`src/include/rx_stream_consts.svh`:
```
// constants for the segmented receive frame stream output stage
// assumes inclusion by bare name from the package and the design file
`ifndef RX_STREAM_CONSTS_SVH
`define RX_STREAM_CONSTS_SVH

// data bus and segment geometry
`define RX_BUS_W        128
`define RX_SEG_COUNT    2
`define RX_SEG_W        64
`define RX_SEG_BYTES    8
`define RX_EMPTY_W      3

// reset values
`define RX_EMPTY_NONE   3'h0
`define RX_DATA_RESET   64'h0

// reset synchroniser depth
`define RX_RST_STAGES   2

`endif

```
`src/include/rx_stream_pkg.sv`:
```
// types for the segmented receive frame stream output stage
// assumes rx_stream_consts.svh is on the include path
`include "rx_stream_consts.svh"

package rx_stream_pkg;

    // one segment as handed over by the frame decoder
    typedef struct packed {
        logic                     valid;
        logic                     start;
        logic                     last;
        logic [`RX_EMPTY_W-1:0]   empty;
        logic                     fcs_bad;
        logic                     len_bad;
        logic                     code_bad;
        logic [`RX_SEG_W-1:0]     data;
    } seg_in_s;

    // one segment as presented to the client
    typedef struct packed {
        logic                     en;
        logic                     start;
        logic                     last;
        logic                     bad;
        logic [`RX_EMPTY_W-1:0]   empty;
        logic [`RX_SEG_W-1:0]     data;
    } seg_out_s;

    typedef seg_in_s  [`RX_SEG_COUNT-1:0] seg_in_pair_t;
    typedef seg_out_s [`RX_SEG_COUNT-1:0] seg_out_pair_t;

endpackage

```
`src/hw/rx_segmented_frame_stream.sv`:
```
// receive-side client stream: two 64-bit segments with per-segment qualifiers
// assumes a decoder upstream delivering frame segments in stream order, synchronous
// to SYS_CLK, with fcs and length checks valid on the segment that ends a frame
`timescale 1ns/1ps
`include "rx_stream_consts.svh"

module rx_segmented_frame_stream #(
    parameter int SEG_W     = `RX_SEG_W,
    parameter int SEG_COUNT = `RX_SEG_COUNT
) (
    // clock and resets
    input  wire logic                         SYS_CLK,
    input  wire logic                         RESETN,
    input  wire logic                         RX_RESET,
    // decoder side
    input  wire rx_stream_pkg::seg_in_pair_t  IN_SEG,
    // client stream
    output logic [`RX_BUS_W-1:0]              RX_DATA,
    output logic                              RX_VALID,
    output logic                              SEGMENT0_ENABLE,
    output logic                              SEGMENT1_ENABLE,
    output logic                              SEGMENT0_FRAME_START,
    output logic                              SEGMENT1_FRAME_START,
    output logic                              SEGMENT0_FRAME_END,
    output logic                              SEGMENT1_FRAME_END,
    output logic                              SEGMENT0_BAD_FRAME,
    output logic                              SEGMENT1_BAD_FRAME,
    output logic [`RX_EMPTY_W-1:0]            SEGMENT0_EMPTY_BYTES,
    output logic [`RX_EMPTY_W-1:0]            SEGMENT1_EMPTY_BYTES
);
    import rx_stream_pkg::*;

    // geometry is fixed by the packed types, so refuse anything else at elaboration
    if (SEG_W != `RX_SEG_W || SEG_COUNT != `RX_SEG_COUNT) begin : g_bad_geometry
        $error("segment geometry must be two segments of 64 bits");
    end

    // reset synchroniser for the active-high receive reset
    logic [`RX_RST_STAGES-1:0] rst_sync_r;
    wire                       rst_now = rst_sync_r[`RX_RST_STAGES-1];

    always_ff @(posedge SYS_CLK or negedge RESETN) begin
        if (!RESETN) begin
            rst_sync_r <= '1;
        end else begin
            rst_sync_r <= {rst_sync_r[`RX_RST_STAGES-2:0], RX_RESET};
        end
    end

    // state: held word one cycle behind the decoder, frame open, code error seen
    seg_out_pair_t held_r;
    seg_out_pair_t held_nxt;
    seg_out_pair_t out_nxt;
    logic          open_r;
    logic          open_nxt;
    logic          code_r;
    logic          code_nxt;

    // a cycle with no input while a frame is open means the frame broke off
    wire in_any = IN_SEG[0].valid | IN_SEG[1].valid;
    wire gap    = open_r & ~in_any;
    wire last_i = held_r[1].en;

    // close a broken frame on the held word, else pass the held word on
    always_comb begin
        out_nxt = held_r;
        if (gap && (held_r[0].en || held_r[1].en)) begin
            out_nxt[last_i].last  = 1'b1;
            out_nxt[last_i].bad   = 1'b1;
            out_nxt[last_i].empty = `RX_EMPTY_NONE;
        end
    end

    // walk the incoming segments lower first, tracking frame boundaries
    always_comb begin
        logic open_v;
        logic code_v;
        logic keep;
        open_v   = gap ? 1'b0 : open_r;
        code_v   = gap ? 1'b0 : code_r;
        keep     = 1'b0;
        held_nxt = '0;
        for (int s = 0; s < `RX_SEG_COUNT; s++) begin
            keep = IN_SEG[s].valid & (open_v | IN_SEG[s].start);
            if (keep) begin
                held_nxt[s].en    = 1'b1;
                held_nxt[s].start = IN_SEG[s].start;
                held_nxt[s].last  = IN_SEG[s].last;
                held_nxt[s].data  = IN_SEG[s].data;
                held_nxt[s].bad   = IN_SEG[s].last & (IN_SEG[s].fcs_bad
                                  | IN_SEG[s].len_bad | IN_SEG[s].code_bad
                                  | code_v);
                held_nxt[s].empty = IN_SEG[s].last ? IN_SEG[s].empty
                                                   : `RX_EMPTY_NONE;
                code_v = code_v | IN_SEG[s].code_bad;
                open_v = ~IN_SEG[s].last;
                if (IN_SEG[s].last) begin
                    code_v = 1'b0;
                end
            end
        end
        open_nxt = open_v;
        code_nxt = code_v;
    end

    // pipeline state
    always_ff @(posedge SYS_CLK or negedge RESETN) begin
        if (!RESETN) begin
            held_r <= '0;
            open_r <= 1'b0;
            code_r <= 1'b0;
        end else if (rst_now) begin
            held_r <= '0;
            open_r <= 1'b0;
            code_r <= 1'b0;
        end else begin
            held_r <= held_nxt;
            open_r <= open_nxt;
            code_r <= code_nxt;
        end
    end

    // output flops, launched every edge with no stall input
    always_ff @(posedge SYS_CLK or negedge RESETN) begin
        if (!RESETN) begin
            RX_DATA  <= '0;
            RX_VALID <= 1'b0;
        end else if (rst_now) begin
            RX_DATA  <= '0;
            RX_VALID <= 1'b0;
        end else begin
            RX_DATA  <= {out_nxt[1].data, out_nxt[0].data};
            RX_VALID <= out_nxt[0].en | out_nxt[1].en;
        end
    end

    // per-segment qualifier flops
    always_ff @(posedge SYS_CLK or negedge RESETN) begin
        if (!RESETN) begin
            SEGMENT0_ENABLE      <= 1'b0;
            SEGMENT1_ENABLE      <= 1'b0;
            SEGMENT0_FRAME_START <= 1'b0;
            SEGMENT1_FRAME_START <= 1'b0;
            SEGMENT0_FRAME_END   <= 1'b0;
            SEGMENT1_FRAME_END   <= 1'b0;
            SEGMENT0_BAD_FRAME   <= 1'b0;
            SEGMENT1_BAD_FRAME   <= 1'b0;
            SEGMENT0_EMPTY_BYTES <= `RX_EMPTY_NONE;
            SEGMENT1_EMPTY_BYTES <= `RX_EMPTY_NONE;
        end else if (rst_now) begin
            SEGMENT0_ENABLE      <= 1'b0;
            SEGMENT1_ENABLE      <= 1'b0;
            SEGMENT0_FRAME_START <= 1'b0;
            SEGMENT1_FRAME_START <= 1'b0;
            SEGMENT0_FRAME_END   <= 1'b0;
            SEGMENT1_FRAME_END   <= 1'b0;
            SEGMENT0_BAD_FRAME   <= 1'b0;
            SEGMENT1_BAD_FRAME   <= 1'b0;
            SEGMENT0_EMPTY_BYTES <= `RX_EMPTY_NONE;
            SEGMENT1_EMPTY_BYTES <= `RX_EMPTY_NONE;
        end else begin
            SEGMENT0_ENABLE      <= out_nxt[0].en;
            SEGMENT1_ENABLE      <= out_nxt[1].en;
            SEGMENT0_FRAME_START <= out_nxt[0].start;
            SEGMENT1_FRAME_START <= out_nxt[1].start;
            SEGMENT0_FRAME_END   <= out_nxt[0].last;
            SEGMENT1_FRAME_END   <= out_nxt[1].last;
            SEGMENT0_BAD_FRAME   <= out_nxt[0].bad;
            SEGMENT1_BAD_FRAME   <= out_nxt[1].bad;
            SEGMENT0_EMPTY_BYTES <= out_nxt[0].empty;
            SEGMENT1_EMPTY_BYTES <= out_nxt[1].empty;
        end
    end

endmodule

```
`config.mk`:
```
export PLATFORM = sky130hd
export DESIGN_NAME = rx_segmented_frame_stream
export DESIGN_NICKNAME = d
export VERILOG_FILES = /design/src/include/rx_stream_pkg.sv /design/src/hw/rx_segmented_frame_stream.sv
export VERILOG_INCLUDE_DIRS = /design/src /design/src/include
export SDC_FILE = /design/constraint.sdc
export NUM_CORES = 1
export LEC_CHECK = 0
export ABC_AREA = 1
export BUFFER_PORTS_ARGS = -buffer_cell sky130_fd_sc_hd__buf_2
export CORE_AREA = 2 2 139 141
export CTS_BUF_LIST = sky130_fd_sc_hd__clkbuf_16
export DETAILED_ROUTE_END_ITERATION = 8
export DIE_AREA = 0 0 141 143
export MAX_ROUTING_LAYER = met4
export PLACE_DENSITY = 0.8
export SLEW_MARGIN = 20
export SYNTH_ARGS = -nofsm -noshare
export SYNTH_HDL_FRONTEND = slang
export SYNTH_SLANG_ARGS = --single-unit
```
`constraint.sdc`:
```
create_clock -name SYS_CLK -period 3.51 [get_ports SYS_CLK]
set_input_delay 0.1755 -clock SYS_CLK [delete_from_list [all_inputs] [get_ports SYS_CLK]]
set_output_delay 0.1755 -clock SYS_CLK [all_outputs]
set_load 0.05 [all_outputs]
```
==> results of run 1 <==
flip-flops by register name, summed over array words and instances, names as in the netlist, 2 cells and up:
register,count
SEGMENT0_EMPTY_BYTES,3
rst_sync_r,2
held_r,141
RX_DATA,128
SEGMENT1_EMPTY_BYTES,3
path summary, 6_finish.rpt:
check	from	end	slack, ps	cells past startpoint
max in group asynchronous	RESETN	rst_sync_r[1]$_DFF_PN1_	2160	3
worst min register to register	rst_sync_r[0]$_DFF_PN1_	rst_sync_r[1]$_DFF_PN1_	370	0
worst max register to register	rst_sync_r[1]$_DFF_PN1_	held_r[67]$_DFF_PN0_	1260	5
worst max-delay path	rst_sync_r[1]$_DFF_PN1_	held_r[67]$_DFF_PN0_	1260	5
worst min-delay path	IN_SEG[145]	last_i$_DFF_PN0_	40	3
min in group asynchronous	RESETN	RX_DATA[76]$_DFF_PN0_	330	2
where the power goes:
group | internal (mW) | switching [mW]
clock | 1.55 | 1.20
combinational | 0.240 | 0.391
sequential | 3.42 | 0.0324
tightest hold or removal path, stage by stage:
cell	delay, ps
buf_2	130
nand2_1	140
nor2_4	60
routing by layer:
layer | track usage (%) | part of all wire (%)
met5 | - | 0
met1 | 27.0 | 35
met4 | 13.3 | 5.3
met2 | 46.3 | 54
met3 | 4.36 | 5.2
layout by cell type, fill, tap and decap left out, types with 2 or more instances in the layout:
| master | instances |
|---|---|
| inv_1 | 295 |
| buf_2 | 290 |
| dfrtp_1 | 287 |
| nor2_1 | 281 |
| dlygate4sd3_1 | 149 |
| clkbuf_16 | 29 |
| nand2_1 | 14 |
| clkinv_2 | 6 |
| a21oi_1 | 6 |
| buf_4 | 6 |
| nand3_1 | 4 |
| nor3_1 | 3 |
| clkinv_1 | 3 |
| diode_2 | 2 |
cell families (layout without fill, tap and decap cells):
| family | count (synthesis) | in the layout |
|---|---|---|
| compound gates | 8 | 8 |
| buf+inv | 314 | 782 |
| flops | 289 | 289 |
| other cells | 0 | 2 |
| simple gates | 305 | 305 |
cell type report:
type                    count  share of cell area (%)
flip-flops and latches    289                    52.9
repair buffers            447                    22.1
clock inverters            20                   0.787
clock buffers              29                    5.31
multi-input cells         313                    8.82
diodes                      2                  0.0366
inverters                 286                    7.88
well taps                 234                    2.14
metrics by stage:
stage | hold slack, ps | cells
6_report | 42.6 | 1620
5_1_grt | 33.2 | 1620
4_1_cts | 5.16 | 1618
3_5_place_dp | 295 | 1420
3_3_place_gp | 291 | 1420
2_1_floorplan | -120 | 916
Yosys cell counts (all sizes together):
master	instances
clkbuf	9
buf	19
o21ai	2
nor3	3
inv	286
a21oi	6
nor2	282
and2	1
dfrtp	287
nand2	15
nand3	4
dfstp	2
repair_timing:
action                    CTS  global route
gates resized for setup     0             0
hold buffers              149             0
hold endpoints to repair  257             0
==> results.md, run 1 <==
- Status: finished, final reports clean
- Max-cap check violation count: 0
- Worst Path Max Fanout: 47
- Mapped Cells: 916
- Starting Density: 52.1%
- Worst path required time: 3910 ps
- Highest clock rate: 444 MHz
- Placed inst area: 11300 um2
- Fillers: 1143
- Critical path buffers and inverters: 3
- Crit path DAT: 2650 ps
- Max-slew violations: 0
- Pleak: 8.03 nW
- Area Growth Syn to Fin: 41.3%
- Fin crit period: 2250 ps
- Synth Area in Simple Gates: 12.1%
- CTS Buffer Depth: 3
- Drt first pass iters: 5
- Post-synthesis instance area: 9680 um2
- Vias per inst: 4.51
- Fin area: 13700 um2
- Number of synthesis warnings: 0
- Setup crit end kind: register
- Ports: 292
- Worst Hold Class: primary input to register
- Setup CP Type: register to register
- Final setup viols: 0
- Worst-margin pin slew: 892 ps
- Initial antenna violation count: 2
- Wire length per cell: 15.4 um
- Post-synthesis mux area share: 0%
- Relative slew slack: 40.6%
- Post-synth top area share: 74.2%
- Share of layout cells above drive strength 1: 24.5%
- Core area: 18600 um2
- Syn Nets: 1065
- Detailed Route WL: 24900 um
- Pre-CTS setup slack: 1530 ps
- Worst setup slack after layout: 1260 ps
- Worst VDD drop: 0.391 mV
- Area share of xor/xnor cells in the synthesized design: 0%
- Post-synthesis adder-cell area fraction: 0%
- H-tree depth: 1
- CP top delay family: buffers and inverters
- Largest family of logic cells by synthesized area: buffers and inverters
- CP max-delay cell: dfstp_4
- First-pass GRT wire length: 38600 um
- Num CTS Buffers: 28
- Number of distinct library cells after synthesis: 19
- Overall Global Routing Usage: 25.6%
- Clk slew on worst S/H paths: 60 ps
- Top cells by area, synth: dfrtp_1, inv_1, nor2_1
- Layout Utilization: 73.6%
- Vias in the first global route: 8050
- Grt ovf: 0
- P per Cell Area: 499 nW/um2
- Routed Antenna Nets: 0
- Unrepaired setup endpoints after global routing: no
- Die Y: 143 um
- Sequential area share after synthesis: 74.8%
- Final clock skew: 10.7 ps
- Synth Area in Compound Gates: 0.414%
- Hpwl dp: 13400 um
- CTS root buffer: clkbuf_16
- Crit path cell chain: buf_4, nor2_1, inv_1, a21oi_1, dlygate4sd3_1
- 1st-iter DRT viols: 344
- Multi-input logic area: 1210 um2
- Die area: 20200 um2
- FP Rows: 50
- Nets: 1514
- FF/Latch Area: 7240 um2
- Largest net degree at the start of global routing: 120
- Final TNS setup: 0 ps
- PortBufs: 291
- DRC viols: 0
- Clk sinks: 289
- # Post-CTS Setup Buffers: 0
- Area leader, netlist: dfrtp_1
- Final Hold Fails: 0
- Worst skew pair latency: 530 ps
- Yosys reg bits: 289
- Total power: 6.83 mW
- Routed via count: 7299
- GP Congestion: 0.848
- Worst path max stage delay: 750 ps
- CTS tree: built
- Die Wd: 141 um
- Syn_area_per_cell: 10.6 um2
- Fin crit share: 64.2%
- Startpoint Class: register
(Power assumes the default switching activity.)
==> run 2, diff against run 1 <==
--- a/config.mk
+++ b/config.mk
@@ -6,14 +6,14 @@
 export SDC_FILE = /design/constraint.sdc
 export NUM_CORES = 1
 export LEC_CHECK = 0
-export ABC_AREA = 1
+export ABC_AREA = 0
 export BUFFER_PORTS_ARGS = -buffer_cell sky130_fd_sc_hd__buf_2
-export CORE_AREA = 2 2 139 141
+export CORE_AREA = 2 2 140 142
 export CTS_BUF_LIST = sky130_fd_sc_hd__clkbuf_16
 export DETAILED_ROUTE_END_ITERATION = 8
-export DIE_AREA = 0 0 141 143
+export DIE_AREA = 0 0 142 144
 export MAX_ROUTING_LAYER = met4
-export PLACE_DENSITY = 0.8
+export PLACE_DENSITY = 0.77
 export SLEW_MARGIN = 20
 export SYNTH_ARGS = -nofsm -noshare
 export SYNTH_HDL_FRONTEND = slang
==> constraint.sdc (replaced) <==
create_clock -name SYS_CLK -period 2.18 [get_ports SYS_CLK]
set_input_delay 0.109 -clock SYS_CLK [delete_from_list [all_inputs] [get_ports SYS_CLK]]
set_output_delay 0.109 -clock SYS_CLK [all_outputs]
set_load 0.05 [all_outputs]
==> results.md, run 2 <==
- Status: finished, final reports clean
- Number of distinct library cells after synthesis: 29
- Clk sinks: 289
- DRC viols: 0
- Area leader, netlist: dfrtp_1
- Setup CP Type: register to register
- Post-synthesis instance area: 9320 um2
- Worst Reg-to-Reg Cells: 5
- Comb pwr share: 8.5%
- Syn_area_per_cell: 14.7 um2
- 1st-iter DRT viols: 251
- Die Wd: 142 um
- CTS tree: built
- Pleak: 7.32 nW
- Post-synth ARST share: 100%
- Drt first pass iters: 4
- Relative slew slack: 33.0%
- Final setup viols: 0
- Crit path cell chain: o21ai_2, nor2_4, buf_12, and3_1, dlygate4sd3_1
- Setup crit end kind: register
- Ports: 292
- WHS Path Cells: 4
- CTS root buffer: clkbuf_16
- FF/Latch Area: 7240 um2
- Sw frac: 22.2%
- WHS Endpoint: held_r[138]$_DFF_PN0_
- Routed Antenna Nets: 0
- Reg2Reg Setup Slack: 140 ps
- Crit path DAT: 2500 ps
- Yosys reg bits: 289
- Worst VDD drop: 0.670 mV
- Detailed Route WL: 21800 um
- Largest Register: held_r
- Sw Pwr: 2.59 mW
- Grt ovf: 0
- Worst path max stage delay: 540 ps
- Highest clock rate: 490 MHz
- Syn Nets: 782
- Final Hold Fails: 0
- Max-slew violations: 0
- Mapped Cells: 633
- Core area: 19100 um2
- Area Growth Syn to Fin: 45.4%
- Multi-input logic area: 1930 um2
- H-tree depth: 1
- Share of layout cells above drive strength 1: 31.7%
- Most frequent cell after synthesis: dfrtp_1
- P per Cell Area: 859 nW/um2
- FP Rows: 51
- Vias per inst: 4.50
- Clock power share: 43.8%
- Total power: 11.6 mW
- Hpwl dp: 12000 um
- Startpoint Class: register
- Int Power: 9.06 mW
- Min-delay src: IN_SEG[72]
- R2r startpoint: open_r$_DFF_PN0_
- Final std cells w/o fill: 1344
- Number of synthesis warnings: 0
- Worst Hold Class: primary input to register
- Die Y: 144 um
- Initial antenna violation count: 4
- Max-cap check violation count: 0
- Clk slew on worst S/H paths: 70 ps
- Largest net degree at the start of global routing: 144
- Nets: 1229
- Final clock skew: 10.8 ps
- Fin crit share: 93.6%
- Placed inst area: 11000 um2
- Post-synth top area share: 77.0%
- PortBufs: 291
- Worst Path Max Fanout: 43
- Worst path required time: 2640 ps
- Worst skew pair latency: 530 ps
- GP Congestion: 0.796
- Die area: 20400 um2
- Reg2reg end: held_r[66]$_DFF_PN0_
- Fin crit period: 2040 ps
- Primary FF master, synth: dfrtp_1
- Fillers: 1197
- Final TNS setup: 0 ps
- Routed via count: 6053
- Synth cell count leaders: dfrtp_1, and2_1, nor2b_1
- Overall Global Routing Usage: 21.4%
- Sequential area share after synthesis: 77.6%
- CTS Buffer Depth: 3
- Largest registers: held_r (141), RX_DATA (128)
- Worst-margin pin slew: 1000 ps
- Layout Utilization: 71.0%
- Starting Density: 48.9%
- CP max-delay cell: dlygate4sd3_1
- Num CTS Buffers: 28
- Sequential cell fraction of total power: 47.8%
- Most common cell after layout, fill and taps aside: buf_2
- Unrepaired setup endpoints after global routing: no
- Wire length per cell: 16.2 um
- Post-synth EDFFs: 0
- Commonest non-fill, non-tap cells in the layout: buf_2, dfrtp_1, dlygate4sd3_1
- Max reg flops: 141
- Vias in the first global route: 6331
- Top cells by area, synth: dfrtp_1, and2_1, nor2b_1
- Fin area: 13600 um2
- Placed Instances: 1137
- First-pass GRT wire length: 32600 um
-- run 2: repair_timing --
item | CTS | global route
hold endpoints to repair | 273 | 0
resized for setup | 0 | 1
endpoints found under the setup margin | 0 | 2
setup buffers | 0 | 0
hold buffers | 150 | 0
-- run 2: logic make-up after synthesis --
| kind of cell | count (synthesis) | synth area share (%) |
|---|---|---|
| AOI/OAI and AO/OA | 14 | 1.02 |
| buffers and inverters | 34 | 1.84 |
| DFF | 289 | 77.6 |
| and+or+nand+nor | 296 | 19.5 |
-- run 2: layout make-up --
type	instances	area share, %
inverter	4	0.111
sequential	289	53.4
multi-input combinational	311	14.3
clock buffer	29	5.35
timing repair buffer	446	22.6
antenna	4	0.0738
clock inverter	23	1.96
tap	238	2.20
-- run 2: how the worst max path moves through the flow --
| stage | from | end | slack, ps |
|---|---|---|---|
| after floorplan | rst_sync_r[1]$_DFF_PN1_ | code_r$_DFF_PN0_ | 750 |
| after global placement | open_r$_DFF_PN0_ | held_r[67]$_DFF_PN0_ | 180 |
| after detailed placement | open_r$_DFF_PN0_ | held_r[137]$_DFF_PN0_ | 300 |
| after CTS | open_r$_DFF_PN0_ | held_r[66]$_DFF_PN0_ | 30 |
| after global routing | open_r$_DFF_PN0_ | held_r[66]$_DFF_PN0_ | 20 |
| final | open_r$_DFF_PN0_ | held_r[66]$_DFF_PN0_ | 140 |
-- run 2: power by group through the flow --
stage | logic, mW | clock network [mW] | registers [mW]
final | 0.985 | 5.10 | 5.56
after global routing | 1.06 | 5.44 | 5.57
after CTS | 0.977 | 5.18 | 5.56
after detailed placement | 0.762 | 0 | 5.66
after global placement | 0.746 | 0 | 5.65
after floorplan | 0.196 | 0 | 5.86
-- run 2: layer usage --
| layer | part of all wire, % | up-vias | track usage [%] |
|---|---|---|---|
| met3 | 5.8 | 50 | 4.37 |
| met5 | 0 | - | - |
| li1 | - | 2836 | - |
| met2 | 53 | 218 | 38.5 |
| met4 | 2.6 | 0 | 6.53 |
| met1 | 38 | 2949 | 24.3 |
-- run 2: metrics by stage --
step	setup slack [ps]	hold WS, ps
after floorplan	750	-187
after global placement	184	70.1
after detailed placement	301	78.3
after CTS	29.6	33.9
after global routing	17.1	82.7
final	140	82.4
-- run 2: worst max-delay path, delay by kind of cell (launching register included) --
family	cells	cell delay (ps)
simple gates	2	560
compound gates	1	160
buf+inv	2	780
flops	1	460
==> run 3, diff against run 2 <==
--- a/config.mk
+++ b/config.mk
@@ -8,12 +8,12 @@
 export LEC_CHECK = 0
 export ABC_AREA = 0
 export BUFFER_PORTS_ARGS = -buffer_cell sky130_fd_sc_hd__buf_2
-export CORE_AREA = 2 2 140 142
+export CORE_AREA = 2 2 130 145
 export CTS_BUF_LIST = sky130_fd_sc_hd__clkbuf_16
 export DETAILED_ROUTE_END_ITERATION = 8
-export DIE_AREA = 0 0 142 144
+export DIE_AREA = 0 0 132 147
 export MAX_ROUTING_LAYER = met4
-export PLACE_DENSITY = 0.77
+export PLACE_DENSITY = 0.81
 export SLEW_MARGIN = 20
 export SYNTH_ARGS = -nofsm -noshare
 export SYNTH_HDL_FRONTEND = slang
==> constraint.sdc (replaced) <==
create_clock -name SYS_CLK -period 2.4 [get_ports SYS_CLK]
set_input_delay 0.12 -clock SYS_CLK [delete_from_list [all_inputs] [get_ports SYS_CLK]]
set_output_delay 0.12 -clock SYS_CLK [all_outputs]
set_load 0.05 [all_outputs]
==> results.md, run 3 (synthesized netlist as in run 2, its figures left out) <==
- Status: finished, final reports clean
- Vias per inst: 4.55
- Total power: 10.4 mW
- GP Congestion: 0.780
- CTS resizes: 0
- First-pass GRT wire length: 35900 um
- Nets: 1233
- P per Cell Area: 770 nW/um2
- Worst VDD drop: 0.658 mV
- Drt first pass iters: 4
- Num CTS Buffers: 28
- H-tree depth: 1
- Largest registers: held_r (141), RX_DATA (128)
- Share of layout cells above drive strength 1: 31.6%
- Startpoint Class: register
- Final TNS setup: 0 ps
- Area Growth Syn to Fin: 45.0%
- Final Hold Fails: 0
- Routed via count: 6127
- Hpwl dp: 12200 um
- Setup CP Type: register to register
- FP Rows: 52
- Starting Density: 51.7%
- Largest net degree at the start of global routing: 82
- Fin crit share: 88.2%
- Worst Path Max Fanout: 44
- Max-slew violations: 0
- Max-cap check violation count: 0
- Die area: 19400 um2
- Routed Antenna Nets: 0
- Crit path cell chain: o21ai_1, nor2_4, buf_12, and3_1, dlygate4sd3_1
- Layout Utilization: 75.0%
- Wire length per cell: 16.8 um
- CTS root buffer: clkbuf_16
- Clk slew on worst S/H paths: 70 ps
- Ports: 292
- Sw Pwr: 2.38 mW
- Relative slew slack: 37.2%
- CTS Buffer Depth: 3
- Grt ovf: 0
- Vias in the first global route: 6900
- Sw frac: 22.9%
- Most common cell after layout, fill and taps aside: buf_2
- Largest Register: held_r
- CP top delay family: buffers and inverters
- Setup crit end kind: register
- Worst path max stage delay: 550 ps
- Sequential cell fraction of total power: 48.6%
- Comb pwr share: 8.6%
- Critical path buffers and inverters: 2
- Int Power: 8.02 mW
- PortBufs: 291
- Clock power share: 42.8%
- CP max-delay cell: dlygate4sd3_1
- Final setup viols: 0
- Initial antenna violation count: 0
- DRC viols: 0
- Die Y: 147 um
- Clk sinks: 289
- Unrepaired setup endpoints after global routing: no
- Worst path required time: 2860 ps
- Max reg flops: 141
- Die Wd: 132 um
- Fin crit period: 2120 ps
- Final clock skew: 11.9 ps
- Pleak: 7.32 nW
- Detailed Route WL: 22600 um
- Highest clock rate: 473 MHz
- Worst skew pair latency: 530 ps
- Reg2Reg Setup Slack: 280 ps
- Crit path DAT: 2570 ps
- Core area: 18000 um2
- Overall Global Routing Usage: 24.7%
- Worst Hold Class: primary input to register
- 1st-iter DRT viols: 213
- CTS tree: built
- Commonest non-fill, non-tap cells in the layout: buf_2, dfrtp_1, dlygate4sd3_1
- Worst-margin pin slew: 942 ps
- Diode count: 0
[run 3: final cells by class]
| type | count | area (um2) |
|---|---|---|
| timing repair buffer | 451 | 3100 |
| fill | 1090 | 4510 |
| clock buffer | 29 | 726 |
| clock inverter | 21 | 214 |
| tap | 243 | 304 |
| multi-input combinational | 310 | 1920 |
| sequential | 289 | 7240 |
| inverter | 4 | 15.0 |
[run 3: what timing repair did]
item | CTS | global route
hold endpoints to repair | 219 | 0
setup buffers | 0 | 0
hold buffers | 151 | 0
[run 3: worst reg2reg max path, cell delays in order, from the launching register on]
cell and delay [ps]:
dfrtp_1 460, o21ai_1 160, nor2_4 440, buf_12 260, and3_1 180, dlygate4sd3_1 550
[run 3: worst paths after layout]
| check | start | end | depth (start not counted) |
|---|---|---|---|
| max reg2reg | open_r$_DFF_PN0_ | held_r[64]$_DFF_PN0_ | 5 |
| max in group asynchronous | RESETN | rst_sync_r[1]$_DFF_PN1_ | 3 |
| min | IN_SEG[72] | held_r[138]$_DFF_PN0_ | 4 |
| min reg2reg | rst_sync_r[0]$_DFF_PN1_ | rst_sync_r[1]$_DFF_PN1_ | 0 |
| min in group asynchronous | RESETN | RX_DATA[44]$_DFF_PN0_ | 2 |
| max | open_r$_DFF_PN0_ | held_r[64]$_DFF_PN0_ | 5 |
[run 3: layer usage]
metal	wire [um]	part of all wire (%)	vias up	global-route usage (%)
met2	12200	54	255	43.7
met5	0	0	-	-
met1	8360	37	2993	28.3
met3	1350	6.0	53	4.59
met4	714	3.2	0	8.37
li1	-	-	2826	-
[run 3: stage by stage]
stage,cell area (um2),setup slack [ps],std cells,hold slack [ps]
finish,13500,284,1347,73.9
global route,13500,88.1,1347,126
CTS,13500,251,1347,53.6
detailed placement,11100,506,1146,147
global placement,11100,513,1146,140
floorplan,9320,970,633,-176
[run 3: power by group through the flow]
stage | Sequential (mW) | Combinational [mW] | Clock [mW]
after CTS | 5.06 | 0.882 | 4.50
final | 5.06 | 0.890 | 4.45
after global routing | 5.07 | 0.964 | 4.77
after detailed placement | 5.15 | 0.687 | 0
after global placement | 5.14 | 0.675 | 0
after floorplan | 5.32 | 0.178 | 0
